## config.mk

```make
export PLATFORM = sky130hd
export DESIGN_NAME = prf_follower
export DESIGN_NICKNAME = d
export VERILOG_FILES = /design/src/hdl/prf_pkg.sv /design/src/hdl/prf_pulse_decode.sv /design/src/hdl/prf_ratio_scale.sv /design/src/hdl/prf_follower.sv
export SDC_FILE = /design/constraint.sdc
export NUM_CORES = 1
export LEC_CHECK = 0
export ABC_AREA = 1
export BUFFER_PORTS_ARGS = -buffer_cell sky130_fd_sc_hd__buf_2
export CORE_ASPECT_RATIO = 1.4
export CORE_MARGIN = 5
export CORE_UTILIZATION = 60
export CTS_CLUSTER_SIZE = 25
export DETAILED_ROUTE_END_ITERATION = 8
export GPL_ROUTABILITY_DRIVEN = 0
export GPL_TIMING_DRIVEN = 0
export PLACE_DENSITY = 0.85
export SLEW_MARGIN = 20
export SYNTH_ARGS = -nofsm -noshare
export SYNTH_HDL_FRONTEND = slang
export SYNTH_SLANG_ARGS = --single-unit
```

## constraint.sdc

```tcl
create_clock -name clk -period 6.4 [get_ports clk]
set_input_delay 1.28 -clock clk [delete_from_list [all_inputs] [get_ports clk]]
set_output_delay 1.28 -clock clk [all_outputs]
set_load 0.005 [all_outputs]
```

## src/hdl/prf_pkg.sv

```systemverilog
// Purpose: shared constants of the pulse ratio follower
// Assumes: 32-bit register bus with byte addresses, one word per register
// Notes:   factors are signed Q16.16 on the bus, held internally as 17-bit signed
package prf_pkg;
    localparam int          ADDR_W          = 8;
    localparam logic [7:0]  OFS_CTRL        = 8'h00;
    localparam logic [7:0]  OFS_HALF_FACTOR = 8'h04;
    localparam logic [7:0]  OFS_GEAR_FACTOR = 8'h08;
    localparam logic [7:0]  OFS_IO_SETUP    = 8'h0c;
    localparam logic [7:0]  OFS_PRIM_CNT    = 8'h10;
    localparam logic [7:0]  OFS_FOLLOW_CNT  = 8'h14;
    localparam logic [7:0]  OFS_ALT_CNT     = 8'h18;
    localparam logic [7:0]  OFS_SEC_CNT     = 8'h1c;
    localparam logic [7:0]  OFS_ERR_CODE    = 8'h20;
    localparam logic [7:0]  OFS_IRQ_STATUS  = 8'h24;
    localparam logic [7:0]  OFS_IRQ_CLEAR   = 8'h28;
    localparam logic [7:0]  OFS_IRQ_ENABLE  = 8'h2c;
    localparam logic [7:0]  OFS_IO_STATUS   = 8'h30;
    localparam int          CTRL_HALF_BIT   = 0;
    localparam int          CTRL_GEAR_BIT   = 1;
    localparam int          FRAC_W          = 16;
    localparam int          FACT_W          = 17;
    localparam logic [16:0] FACTOR_RST      = 17'h00000;
    localparam logic [31:0] FACTOR_LO_LIM   = 32'hffff0000;
    localparam logic [31:0] FACTOR_HI_LIM   = 32'h00010000;
    localparam logic [15:0] ERR_NONE        = 16'h0000;
    localparam logic [15:0] ERR_RATIO_RANGE = 16'h232c;
    localparam int          IOS_CHAN_LSB    = 0;
    localparam int          IOS_FUNC_LSB    = 8;
    localparam int          IOS_CLK_LSB     = 24;
    localparam int          IOS_RATIO_BIT   = 28;
    localparam logic [7:0]  FIRST_CHAN      = 8'h0d;
    localparam logic [7:0]  LAST_CHAN       = 8'h12;
    localparam logic [7:0]  FUNC_BASE       = 8'h0a;
    localparam int          NUM_CH          = 6;
    localparam logic [3:0]  CLK_NONE        = 4'h0;
    localparam logic [3:0]  CLK_QUAD_IN     = 4'h1;
    localparam logic [3:0]  CLK_STEP_OUT    = 4'h2;
    localparam logic [3:0]  CLK_STEPDIR_IN  = 4'h3;
    localparam logic [1:0]  PAIR_13_14      = 2'h0;
    localparam logic [1:0]  PAIR_15_16      = 2'h1;
    localparam logic [1:0]  PAIR_17_18      = 2'h2;
    localparam logic [1:0]  PAIR_NONE       = 2'h3;
    localparam int          IRQ_W           = 3;
    localparam int          IRQ_RANGE_ERR   = 0;
    localparam int          IRQ_PRIM_STEP   = 1;
    localparam int          IRQ_FOLLOW      = 2;
endpackage : prf_pkg

```

## src/hdl/prf_pulse_decode.sv

```systemverilog
// Purpose: turns a follower pin pair into single-cycle count pulses with direction
// Assumes: pins are asynchronous to clk
// Notes:   quadrature is decoded x4; otherwise a is step (rising edge) and b is direction
`timescale 1ns/10ps
`default_nettype none
module prf_pulse_decode (
    // clock and reset
    input  wire logic clk,
    input  wire logic arst_n,
    // pins and mode
    input  wire logic pin_a,
    input  wire logic pin_b,
    input  wire logic quad_mode,
    // decoded count
    output logic      step_pulse,
    output logic      step_dir
);
    logic [1:0] meta_ff;
    logic [1:0] sync_ff;
    logic [1:0] last_ff;
    logic       nxt_pulse;
    logic       nxt_dir;

    always_ff @(posedge clk or negedge arst_n) begin
        if (!arst_n) begin
            meta_ff <= 2'h0;
            sync_ff <= 2'h0;
            last_ff <= 2'h0;
        end else begin
            meta_ff <= {pin_b, pin_a};
            sync_ff <= meta_ff;
            last_ff <= sync_ff;
        end
    end

    // a single-bit change is one quadrature count; a double change is noise and dropped
    always_comb begin
        nxt_pulse = 1'b0;
        nxt_dir   = 1'b0;
        if (quad_mode) begin
            if ((sync_ff ^ last_ff) == 2'h1 || (sync_ff ^ last_ff) == 2'h2) begin
                nxt_pulse = 1'b1;
                nxt_dir   = sync_ff[0] ^ last_ff[1];
            end
        end else begin
            nxt_pulse = sync_ff[0] & ~last_ff[0];
            nxt_dir   = sync_ff[1];
        end
    end

    always_ff @(posedge clk or negedge arst_n) begin
        if (!arst_n) begin
            step_pulse <= 1'b0;
            step_dir   <= 1'b0;
        end else begin
            step_pulse <= nxt_pulse;
            step_dir   <= nxt_dir;
        end
    end
endmodule : prf_pulse_decode
`default_nettype wire

```

## src/hdl/prf_ratio_scale.sv

```systemverilog
// Purpose: scales a pulse stream by a signed fraction of magnitude below one
// Assumes: in_pulse is a single-cycle strobe from the clk domain
// Notes:   the remainder is kept, so the long-run ratio has no drift
`timescale 1ns/10ps
`default_nettype none
module prf_ratio_scale
    import prf_pkg::*;
(
    // clock and reset
    input  wire logic                    clk,
    input  wire logic                    arst_n,
    // control
    input  wire logic                    enable,
    input  wire logic [prf_pkg::FACT_W-1:0] factor,
    // input stream
    input  wire logic                    in_pulse,
    input  wire logic                    in_dir,
    // scaled stream
    output logic                         out_pulse,
    output logic                         out_dir
);
    logic [FRAC_W-1:0] acc_ff;
    logic [FRAC_W-1:0] mag;
    logic [FRAC_W:0]   nxt_sum;

    always_comb begin
        mag     = factor[FACT_W-1] ? FRAC_W'(-factor) : factor[FRAC_W-1:0];
        nxt_sum = {1'b0, acc_ff} + {1'b0, mag};
    end

    always_ff @(posedge clk or negedge arst_n) begin
        if (!arst_n) begin
            acc_ff    <= '0;
            out_pulse <= 1'b0;
            out_dir   <= 1'b0;
        end else if (!enable) begin
            acc_ff    <= '0;
            out_pulse <= 1'b0;
        end else begin
            out_pulse <= in_pulse & nxt_sum[FRAC_W];
            if (in_pulse) begin
                acc_ff  <= nxt_sum[FRAC_W-1:0];
                out_dir <= in_dir ^ factor[FACT_W-1];
            end
        end
    end
endmodule : prf_ratio_scale
`default_nettype wire

```

## src/hdl/prf_follower.sv

```systemverilog
// Purpose: electronic gearing: half-axis follower and secondary axis ratio drive
// Assumes: core step/dir arrive on clk; channel pins 13..18 are asynchronous
// Notes:   registers on Avalon-MM, every access answers on its second cycle
`timescale 1ns/10ps
`default_nettype none
module prf_follower
    import prf_pkg::*;
(
    // clock and reset
    input  wire logic                      clk,
    input  wire logic                      arst_n,
    // avalon-mm slave
    input  wire logic [prf_pkg::ADDR_W-1:0] avs_address,
    input  wire logic                      avs_read,
    input  wire logic                      avs_write,
    input  wire logic [31:0]               avs_writedata,
    output logic [31:0]                    avs_readdata,
    output logic                           avs_waitrequest,
    // primary axis from the motion core
    input  wire logic                      core_step,
    input  wire logic                      core_dir,
    // primary axis to the drive
    output logic                           prim_step,
    output logic                           prim_dir,
    // channel pins 13..18, index 0 is channel 13
    input  wire logic [prf_pkg::NUM_CH-1:0] io_in,
    output logic [prf_pkg::NUM_CH-1:0]     io_out,
    output logic [prf_pkg::NUM_CH-1:0]     io_oe,
    // interrupt
    output logic                           irq
);
    import prf_pkg::*;

    ////////////////////////////////////////////////////////////////////////////
    function automatic logic ratio_ok(input logic [31:0] v);
        return ($signed(v) > $signed(FACTOR_LO_LIM)) && ($signed(v) < $signed(FACTOR_HI_LIM));
    endfunction : ratio_ok

    function automatic logic [3:0] pair_role(input logic [3:0] clk_a, input logic [3:0] clk_b,
                                             input logic ok_a, input logic ok_b);
        return (ok_a && ok_b && clk_a == clk_b) ? clk_a : CLK_NONE;
    endfunction : pair_role

    function automatic logic [31:0] count_step(input logic [31:0] c, input logic dir);
        return dir ? c - 32'h1 : c + 32'h1;
    endfunction : count_step

    ////////////////////////////////////////////////////////////////////////////
    logic                  ack_ff;
    logic                  wr_go;
    logic                  rd_go;
    logic [1:0]            ctrl_ff;
    logic [FACT_W-1:0]     half_fac_ff;
    logic [FACT_W-1:0]     gear_fac_ff;
    logic [3:0]            ch_clk_ff [NUM_CH];
    logic [NUM_CH-1:0]     ch_ok_ff;
    logic [31:0]           prim_cnt_ff;
    logic [31:0]           follow_cnt_ff;
    logic [31:0]           alt_cnt_ff;
    logic [31:0]           sec_cnt_ff;
    logic [15:0]           err_code_ff;
    logic [IRQ_W-1:0]      irq_sts_ff;
    logic [IRQ_W-1:0]      irq_en_ff;
    logic [3:0]            role [3];
    logic [1:0]            fol_sel;
    logic [1:0]            out_sel;
    logic                  fol_pulse;
    logic                  fol_dir;
    logic                  half_pulse;
    logic                  half_dir;
    logic                  nxt_prim_pulse;
    logic                  nxt_prim_dir;
    logic                  sec_pulse;
    logic                  sec_dir;
    logic                  range_rej;
    logic [IRQ_W-1:0]      irq_evt;
    logic [7:0]            ios_chan;
    logic [2:0]            ios_idx;

    ////////////////////////////////////////////////////////////////////////////
    // bus slave: one wait cycle keeps read data a plain register
    assign avs_waitrequest = (avs_read | avs_write) & ~ack_ff;
    assign wr_go           = avs_write & ack_ff;
    assign rd_go           = avs_read & ~ack_ff;

    always_ff @(posedge clk or negedge arst_n) begin
        if (!arst_n) begin
            ack_ff <= 1'b0;
        end else begin
            ack_ff <= (avs_read | avs_write) & ~ack_ff;
        end
    end

    always_ff @(posedge clk or negedge arst_n) begin
        if (!arst_n) begin
            avs_readdata <= 32'h0;
        end else if (rd_go) begin
            unique case (avs_address)
                OFS_CTRL:        avs_readdata <= {30'h0, ctrl_ff};
                OFS_HALF_FACTOR: avs_readdata <= {{(32 - FACT_W){half_fac_ff[FACT_W-1]}}, half_fac_ff};
                OFS_GEAR_FACTOR: avs_readdata <= {{(32 - FACT_W){gear_fac_ff[FACT_W-1]}}, gear_fac_ff};
                OFS_PRIM_CNT:    avs_readdata <= prim_cnt_ff;
                OFS_FOLLOW_CNT:  avs_readdata <= follow_cnt_ff;
                OFS_ALT_CNT:     avs_readdata <= alt_cnt_ff;
                OFS_SEC_CNT:     avs_readdata <= sec_cnt_ff;
                OFS_ERR_CODE:    avs_readdata <= {16'h0, err_code_ff};
                OFS_IRQ_STATUS:  avs_readdata <= {29'h0, irq_sts_ff};
                OFS_IRQ_ENABLE:  avs_readdata <= {29'h0, irq_en_ff};
                OFS_IO_STATUS:   avs_readdata <= {20'h0, fol_sel, out_sel, 2'h0, ch_ok_ff};
                default:         avs_readdata <= 32'h0;
            endcase
        end
    end

    ////////////////////////////////////////////////////////////////////////////
    // configuration registers
    assign range_rej = wr_go && (avs_address == OFS_HALF_FACTOR || avs_address == OFS_GEAR_FACTOR)
                       && !ratio_ok(avs_writedata);

    always_ff @(posedge clk or negedge arst_n) begin
        if (!arst_n) begin
            ctrl_ff     <= 2'h0;
            half_fac_ff <= FACTOR_RST;
            gear_fac_ff <= FACTOR_RST;
            irq_en_ff   <= '0;
        end else if (wr_go) begin
            if (avs_address == OFS_CTRL) begin
                ctrl_ff <= avs_writedata[1:0];
            end
            if (avs_address == OFS_HALF_FACTOR && !range_rej) begin
                half_fac_ff <= avs_writedata[FACT_W-1:0];
            end
            if (avs_address == OFS_GEAR_FACTOR && !range_rej) begin
                gear_fac_ff <= avs_writedata[FACT_W-1:0];
            end
            if (avs_address == OFS_IRQ_ENABLE) begin
                irq_en_ff <= avs_writedata[IRQ_W-1:0];
            end
        end
    end

    // a refused factor keeps the old value and latches the range error code
    always_ff @(posedge clk or negedge arst_n) begin
        if (!arst_n) begin
            err_code_ff <= ERR_NONE;
        end else if (range_rej) begin
            err_code_ff <= ERR_RATIO_RANGE;
        end else if (wr_go && avs_address == OFS_ERR_CODE) begin
            err_code_ff <= ERR_NONE;
        end
    end

    // channel setup: a channel joins a pair only with its own function code and ratio mode
    assign ios_chan = avs_writedata[IOS_CHAN_LSB +: 8];
    assign ios_idx  = 3'(ios_chan - FIRST_CHAN);

    always_ff @(posedge clk or negedge arst_n) begin
        if (!arst_n) begin
            ch_ok_ff <= '0;
            for (int i = 0; i < NUM_CH; i++) begin
                ch_clk_ff[i] <= CLK_NONE;
            end
        end else if (wr_go && avs_address == OFS_IO_SETUP
                     && ios_chan >= FIRST_CHAN && ios_chan <= LAST_CHAN) begin
            ch_clk_ff[ios_idx] <= avs_writedata[IOS_CLK_LSB +: 4];
            ch_ok_ff[ios_idx]  <= avs_writedata[IOS_RATIO_BIT]
                                  && {4'h0, avs_writedata[IOS_FUNC_LSB +: 4]} == ios_chan - FUNC_BASE;
        end
    end

    always_comb begin
        for (int p = 0; p < 3; p++) begin
            role[p] = pair_role(ch_clk_ff[2*p], ch_clk_ff[2*p+1], ch_ok_ff[2*p], ch_ok_ff[2*p+1]);
        end
        fol_sel = PAIR_NONE;
        for (int p = 2; p >= 0; p--) begin
            if (role[p] == CLK_QUAD_IN || role[p] == CLK_STEPDIR_IN) begin
                fol_sel = 2'(p);
            end
        end
        if (role[1] == CLK_STEP_OUT) begin
            out_sel = PAIR_15_16;
        end else if (role[0] == CLK_STEP_OUT) begin
            out_sel = PAIR_13_14;
        end else begin
            out_sel = PAIR_NONE;
        end
    end

    ////////////////////////////////////////////////////////////////////////////
    // follower input and the two scalers
    prf_pulse_decode u_decode (
        .clk        (clk),
        .arst_n     (arst_n),
        .pin_a      (fol_sel == PAIR_NONE ? 1'b0 : io_in[{fol_sel, 1'b0}]),
        .pin_b      (fol_sel == PAIR_NONE ? 1'b0 : io_in[{fol_sel, 1'b1}]),
        .quad_mode  (fol_sel != PAIR_NONE && role[fol_sel] == CLK_QUAD_IN),
        .step_pulse (fol_pulse),
        .step_dir   (fol_dir)
    );

    prf_ratio_scale u_half (
        .clk       (clk),
        .arst_n    (arst_n),
        .enable    (ctrl_ff[CTRL_HALF_BIT]),
        .factor    (half_fac_ff),
        .in_pulse  (fol_pulse),
        .in_dir    (fol_dir),
        .out_pulse (half_pulse),
        .out_dir   (half_dir)
    );

    // in half-axis mode the core's own steps are ignored: the follower owns the axis
    assign nxt_prim_pulse = ctrl_ff[CTRL_HALF_BIT] ? half_pulse : core_step;
    assign nxt_prim_dir   = ctrl_ff[CTRL_HALF_BIT] ? half_dir : core_dir;

    prf_ratio_scale u_gear (
        .clk       (clk),
        .arst_n    (arst_n),
        .enable    (ctrl_ff[CTRL_GEAR_BIT]),
        .factor    (gear_fac_ff),
        .in_pulse  (nxt_prim_pulse),
        .in_dir    (nxt_prim_dir),
        .out_pulse (sec_pulse),
        .out_dir   (sec_dir)
    );

    ////////////////////////////////////////////////////////////////////////////
    // outputs: secondary step on the pair's first channel, direction on its second
    always_ff @(posedge clk or negedge arst_n) begin
        if (!arst_n) begin
            prim_step <= 1'b0;
            prim_dir  <= 1'b0;
            io_out    <= '0;
            io_oe     <= '0;
        end else begin
            prim_step <= nxt_prim_pulse;
            prim_dir  <= nxt_prim_dir;
            io_out    <= '0;
            io_oe     <= '0;
            if (out_sel != PAIR_NONE) begin
                io_out[{out_sel, 1'b0}] <= sec_pulse;
                io_out[{out_sel, 1'b1}] <= sec_dir;
                io_oe[{out_sel, 1'b0}]  <= 1'b1;
                io_oe[{out_sel, 1'b1}]  <= 1'b1;
            end
        end
    end

    ////////////////////////////////////////////////////////////////////////////
    // counters: a software write loads the counter and wins over a count that cycle
    always_ff @(posedge clk or negedge arst_n) begin
        if (!arst_n) begin
            prim_cnt_ff   <= 32'h0;
            follow_cnt_ff <= 32'h0;
            alt_cnt_ff    <= 32'h0;
            sec_cnt_ff    <= 32'h0;
        end else begin
            if (wr_go && avs_address == OFS_PRIM_CNT) begin
                prim_cnt_ff <= avs_writedata;
            end else if (nxt_prim_pulse) begin
                prim_cnt_ff <= count_step(prim_cnt_ff, nxt_prim_dir);
            end
            if (wr_go && avs_address == OFS_FOLLOW_CNT) begin
                follow_cnt_ff <= avs_writedata;
            end else if (fol_pulse) begin
                follow_cnt_ff <= count_step(follow_cnt_ff, fol_dir);
            end
            if (wr_go && avs_address == OFS_ALT_CNT) begin
                alt_cnt_ff <= avs_writedata;
            end else if (fol_pulse && fol_sel == PAIR_15_16) begin
                alt_cnt_ff <= alt_cnt_ff + 32'h1;
            end
            if (wr_go && avs_address == OFS_SEC_CNT) begin
                sec_cnt_ff <= avs_writedata;
            end else if (sec_pulse) begin
                sec_cnt_ff <= count_step(sec_cnt_ff, sec_dir);
            end
        end
    end

    ////////////////////////////////////////////////////////////////////////////
    // interrupts: a new event in the clearing cycle stays set
    assign irq_evt = {fol_pulse, nxt_prim_pulse, range_rej};

    always_ff @(posedge clk or negedge arst_n) begin
        if (!arst_n) begin
            irq_sts_ff <= '0;
        end else if (wr_go && avs_address == OFS_IRQ_CLEAR) begin
            irq_sts_ff <= (irq_sts_ff & ~avs_writedata[IRQ_W-1:0]) | irq_evt;
        end else begin
            irq_sts_ff <= irq_sts_ff | irq_evt;
        end
    end

    assign irq = |(irq_sts_ff & irq_en_ff);
endmodule : prf_follower
`default_nettype wire

```

==> metrics.md <==
| Metric | Value |
|---|---|
| CP required | 6.89 ns |
| Residual DRC | 0 |
| WL per Instance | 17.86 um |
| Final period utilization | 47.83% |
| DRT antenna net count | 0 |
| Design area | 0.02664 mm^2 |
| Synthesized area per cell | 6.344 um^2 |
| Number of synthesized flops with an enable pin | 0 |
| Port Buf Inserts | 95 |
| Resized cells post-CTS | 0 |
| H-tree Lvls | 1 |
| Hold Fails Final Rpt | 0 |
| Synth top area share | 29.78% |
| # fillers | 3618 |
| Worst Tran Pin Value | 0.8480 ns |
| Synth area leaders | dfrtp_1 (30%), nand2_1 (22%), inv_1 (9.7%) |
| Clock buffer depth | 3 |
| Reg area | 0.007234 mm^2 |
| Crit path time final | 3.061 ns |
| Worst slew margin | 43.26% |
| Lkg Pwr | 15.06 nW |
| Sink count of the clock tree | 289 |
| Max Fclk | 326.7 MHz |
| Inserted Diodes | 0 |
| Max-Cap Viols | 0 |
| Initial antenna violation count | 0 |
| Synthesized instance count | 3828 |
| Tot Pwr | 6.163 mW |
| Pin count of the biggest net entering global routing | 97 |
| Final WL | 80710 um |
| Die area | 0.04465 mm^2 |
| Startpoint types | register |
| Distinct cells, synth | 48 |
| Total core area | 0.04017 mm^2 |
| Drt via density | 5.697 |
| Total I/O pin count | 100 |
| CP arrival | 3.55 ns |
| RSZ-0062 raised after global routing | false |
| Setup Skew | 0.02928 ns |
| Outcome | complete, no violations |
| Site Rows | 87 |
| Multi-input logic area | 0.01412 mm^2 |
| Starting Density | 60.46% |
| Total GRT Usage | 35.27% |
| CP Capture Type | register |
| Vias | 25750 |
| FF+latch count, synth | 289 |
| Placed inst area | 0.02555 mm^2 |
| Crit Path Category | register to register |
| Number of CTS-inserted buffers | 31 |
| Setup bufs post-CTS | 0 |
| Maximum vdd ir drop | 230.3 uV |
| Hold-fix buffers, CTS | 0 |
| Share of layout cells above drive strength 1 | 7.225% |
| Die H | 248.0 um |
| Sequential share of the synthesized area | 29.78% |
| Worst-path clk slew | 0.06 ns |
| Cell area power density | 231.3 mW/mm^2 |
| Global-route wire length before repair | 126500 um |
| Yosys top cell by area | dfrtp_1 |
| Post-synth ARST share | 100.0% |
| Synth warn | 0 |
| Fin. max-slew vios | 0 |
| DRT iter0 DRCs | 2845 |
| Skew-Pair Late Insertion Delay | 0.61 ns |
| Vias in the first global route | 23990 |
| Area Growth Syn to Fin | 9.718% |
| Clk Tree Root Cell | clkbuf_16 |
| Hold Crit Class | register to register |
| Top FF cell, synth | dfrtp_1 |
| Chip width | 180.0 um |
| CTS tree | done |
| 1st-pass router iterations | 9 |
| Global route overflow | 0 |
| Post-layout nets | 4152 |
| Mapped Area | 0.02428 mm^2 |
| HPWL Detailed | 62320 um |
| CP Max Fanout | 6 |
| # setup viols final | 0 |
cell usage in the layout (no fill, tap or decap), types with 10 or more instances in the layout:
cell | netlist | final
nand2_1 | 1416 | 1416
inv_1 | 630 | 630
dfrtp_1 | 289 | 287
nor2_1 | 265 | 265
nand3_1 | 256 | 256
a21oi_1 | 149 | 149
o21ai_0 | 145 | 145
ha_1 | 133 | 133
buf_2 | 22 | 116
o22ai_1 | 86 | 86
xor2_1 | 65 | 65
nor3_1 | 49 | 49
nand4_1 | 47 | 47
clkbuf_16 | 0 | 31
o221ai_1 | 24 | 24
o21ai_1 | 22 | 22
clkbuf_1 | 17 | 20
inv_2 | 19 | 19
o21bai_1 | 18 | 18
nand3b_1 | 17 | 17
buf_6 | 17 | 17
xnor2_1 | 16 | 16
buf_4 | 15 | 15
nor2_4 | 14 | 14
o21a_1 | 11 | 10
Yosys cell counts (19+ instances only):
cell type  number
nand2_1      1416
nand4_1        47
inv_2          19
a21oi_1       149
nor2_1        265
xor2_1         65
nor3_1         49
nand3_1       256
o221ai_1       24
inv_1         630
ha_1          133
o22ai_1        86
dfrtp_1       289
o21ai_1        22
o21ai_0       145
buf_2          22
worst max-delay path: stages (launching register included):
cell and delay [ns]:
dfrtp_1 0.40, inv_1 0.13, ha_1 0.16, inv_1 0.05
nor3_1 0.21, nand2_1 0.11, nor2_1 0.16, nand4_1 0.10
nand2_1 0.13, xor2_1 0.20, ha_1 0.33, a21oi_1 0.22
o21ai_0 0.20, a21oi_1 0.15, nand2_1 0.12, nand2_1 0.08
nand2_1 0.04, o21ai_0 0.18
layout make-up:
| cell class | instances | area share, % |
|---|---|---|
| Clock inverter | 17 | 0.8359 |
| Inverter | 655 | 9.256 |
| Clock buffer | 40 | 3.264 |
| Tap cell | 534 | 2.508 |
| Timing Repair Buffer | 99 | 2.207 |
| Multi-Input combinational cell | 2815 | 52.98 |
| Sequential cell | 289 | 27.15 |
| Buffer | 71 | 1.794 |
cell families (layout without fill, tap and decap cells):
logic type | Yosys count | in the layout | synth area share [%]
flip-flops | 289 | 289 | 29.78
AND/OR/NAND/NOR | 2118 | 2118 | 36.74
other | 1 | 3 | 0.01544
XOR/XNOR | 81 | 81 | 2.921
AO/OA/AOI/OAI | 475 | 475 | 11.15
adder cells (fa/ha/maj) | 138 | 138 | 7.265
buffers and inverters | 726 | 882 | 12.12
registers in the layout, indices dropped and copies added, names as in the netlist, 2 cells and up:
register	count
alt_cnt_ff	32
avs_readdata	32
follow_cnt_ff	32
prim_cnt_ff	32
sec_cnt_ff	32
ch_clk_ff	24
gear_fac_ff	17
half_fac_ff	17
u_gear.acc_ff	16
u_half.acc_ff	16
ch_ok_ff	6
io_out	6
io_oe	3
irq_en_ff	3
irq_sts_ff	3
ctrl_ff	2
u_decode.last_ff	2
u_decode.meta_ff	2
u_decode.sync_ff	2
final timing paths:
path / cells past startpoint / from / to / slack [ns]
worst max-delay path: 17 / gear_fac_ff[0] / u_gear.acc_ff[11] / 3.34
worst min-delay path: 0 / u_decode.meta_ff[1] / u_decode.sync_ff[1] / 0.35
worst max register to register: 17 / gear_fac_ff[0] / u_gear.acc_ff[11] / 3.34
worst min register to register: 0 / u_decode.meta_ff[1] / u_decode.sync_ff[1] / 0.35
max in group asynchronous: 3 / arst_n / u_decode.step_dir / 4.53
min in group asynchronous: 1 / arst_n / io_out[4] / 0.57
metal layers:
layer  wire [um]  up-vias  GRT usage [%]
met4        7867        0          27.48
met2       35980     1455          57.41
li1            -    12400              -
met3        7166      417          5.171
met5           0        -              0
met1       29700    11480          42.26
report_power, final:
part / internal (mW) / total, mW / switching [mW]
clock network: 1.16 / 1.97 / 0.813
logic: 0.711 / 2.09 / 1.38
registers: 1.96 / 2.10 / 0.141
total: 3.83 / 6.16 / 2.34
through the flow:
stage,util (%),setup TNS [ns],cells,worst slack [ns],hold WS (ns)
6_report,66.33,0,4520,3.339,0.3518
5_1_grt,66.33,0,4520,3.124,0.3695
4_1_cts,66.33,0,4520,3.416,0.3522
3_5_place_dp,63.61,0,4463,2.835,0.3405
3_3_place_gp,63.32,-400.99,4459,-1.419,0.3371
2_1_floorplan,-,0,3830,2.986,0.3312
Note: power is estimated with default switching activity, not from simulation.
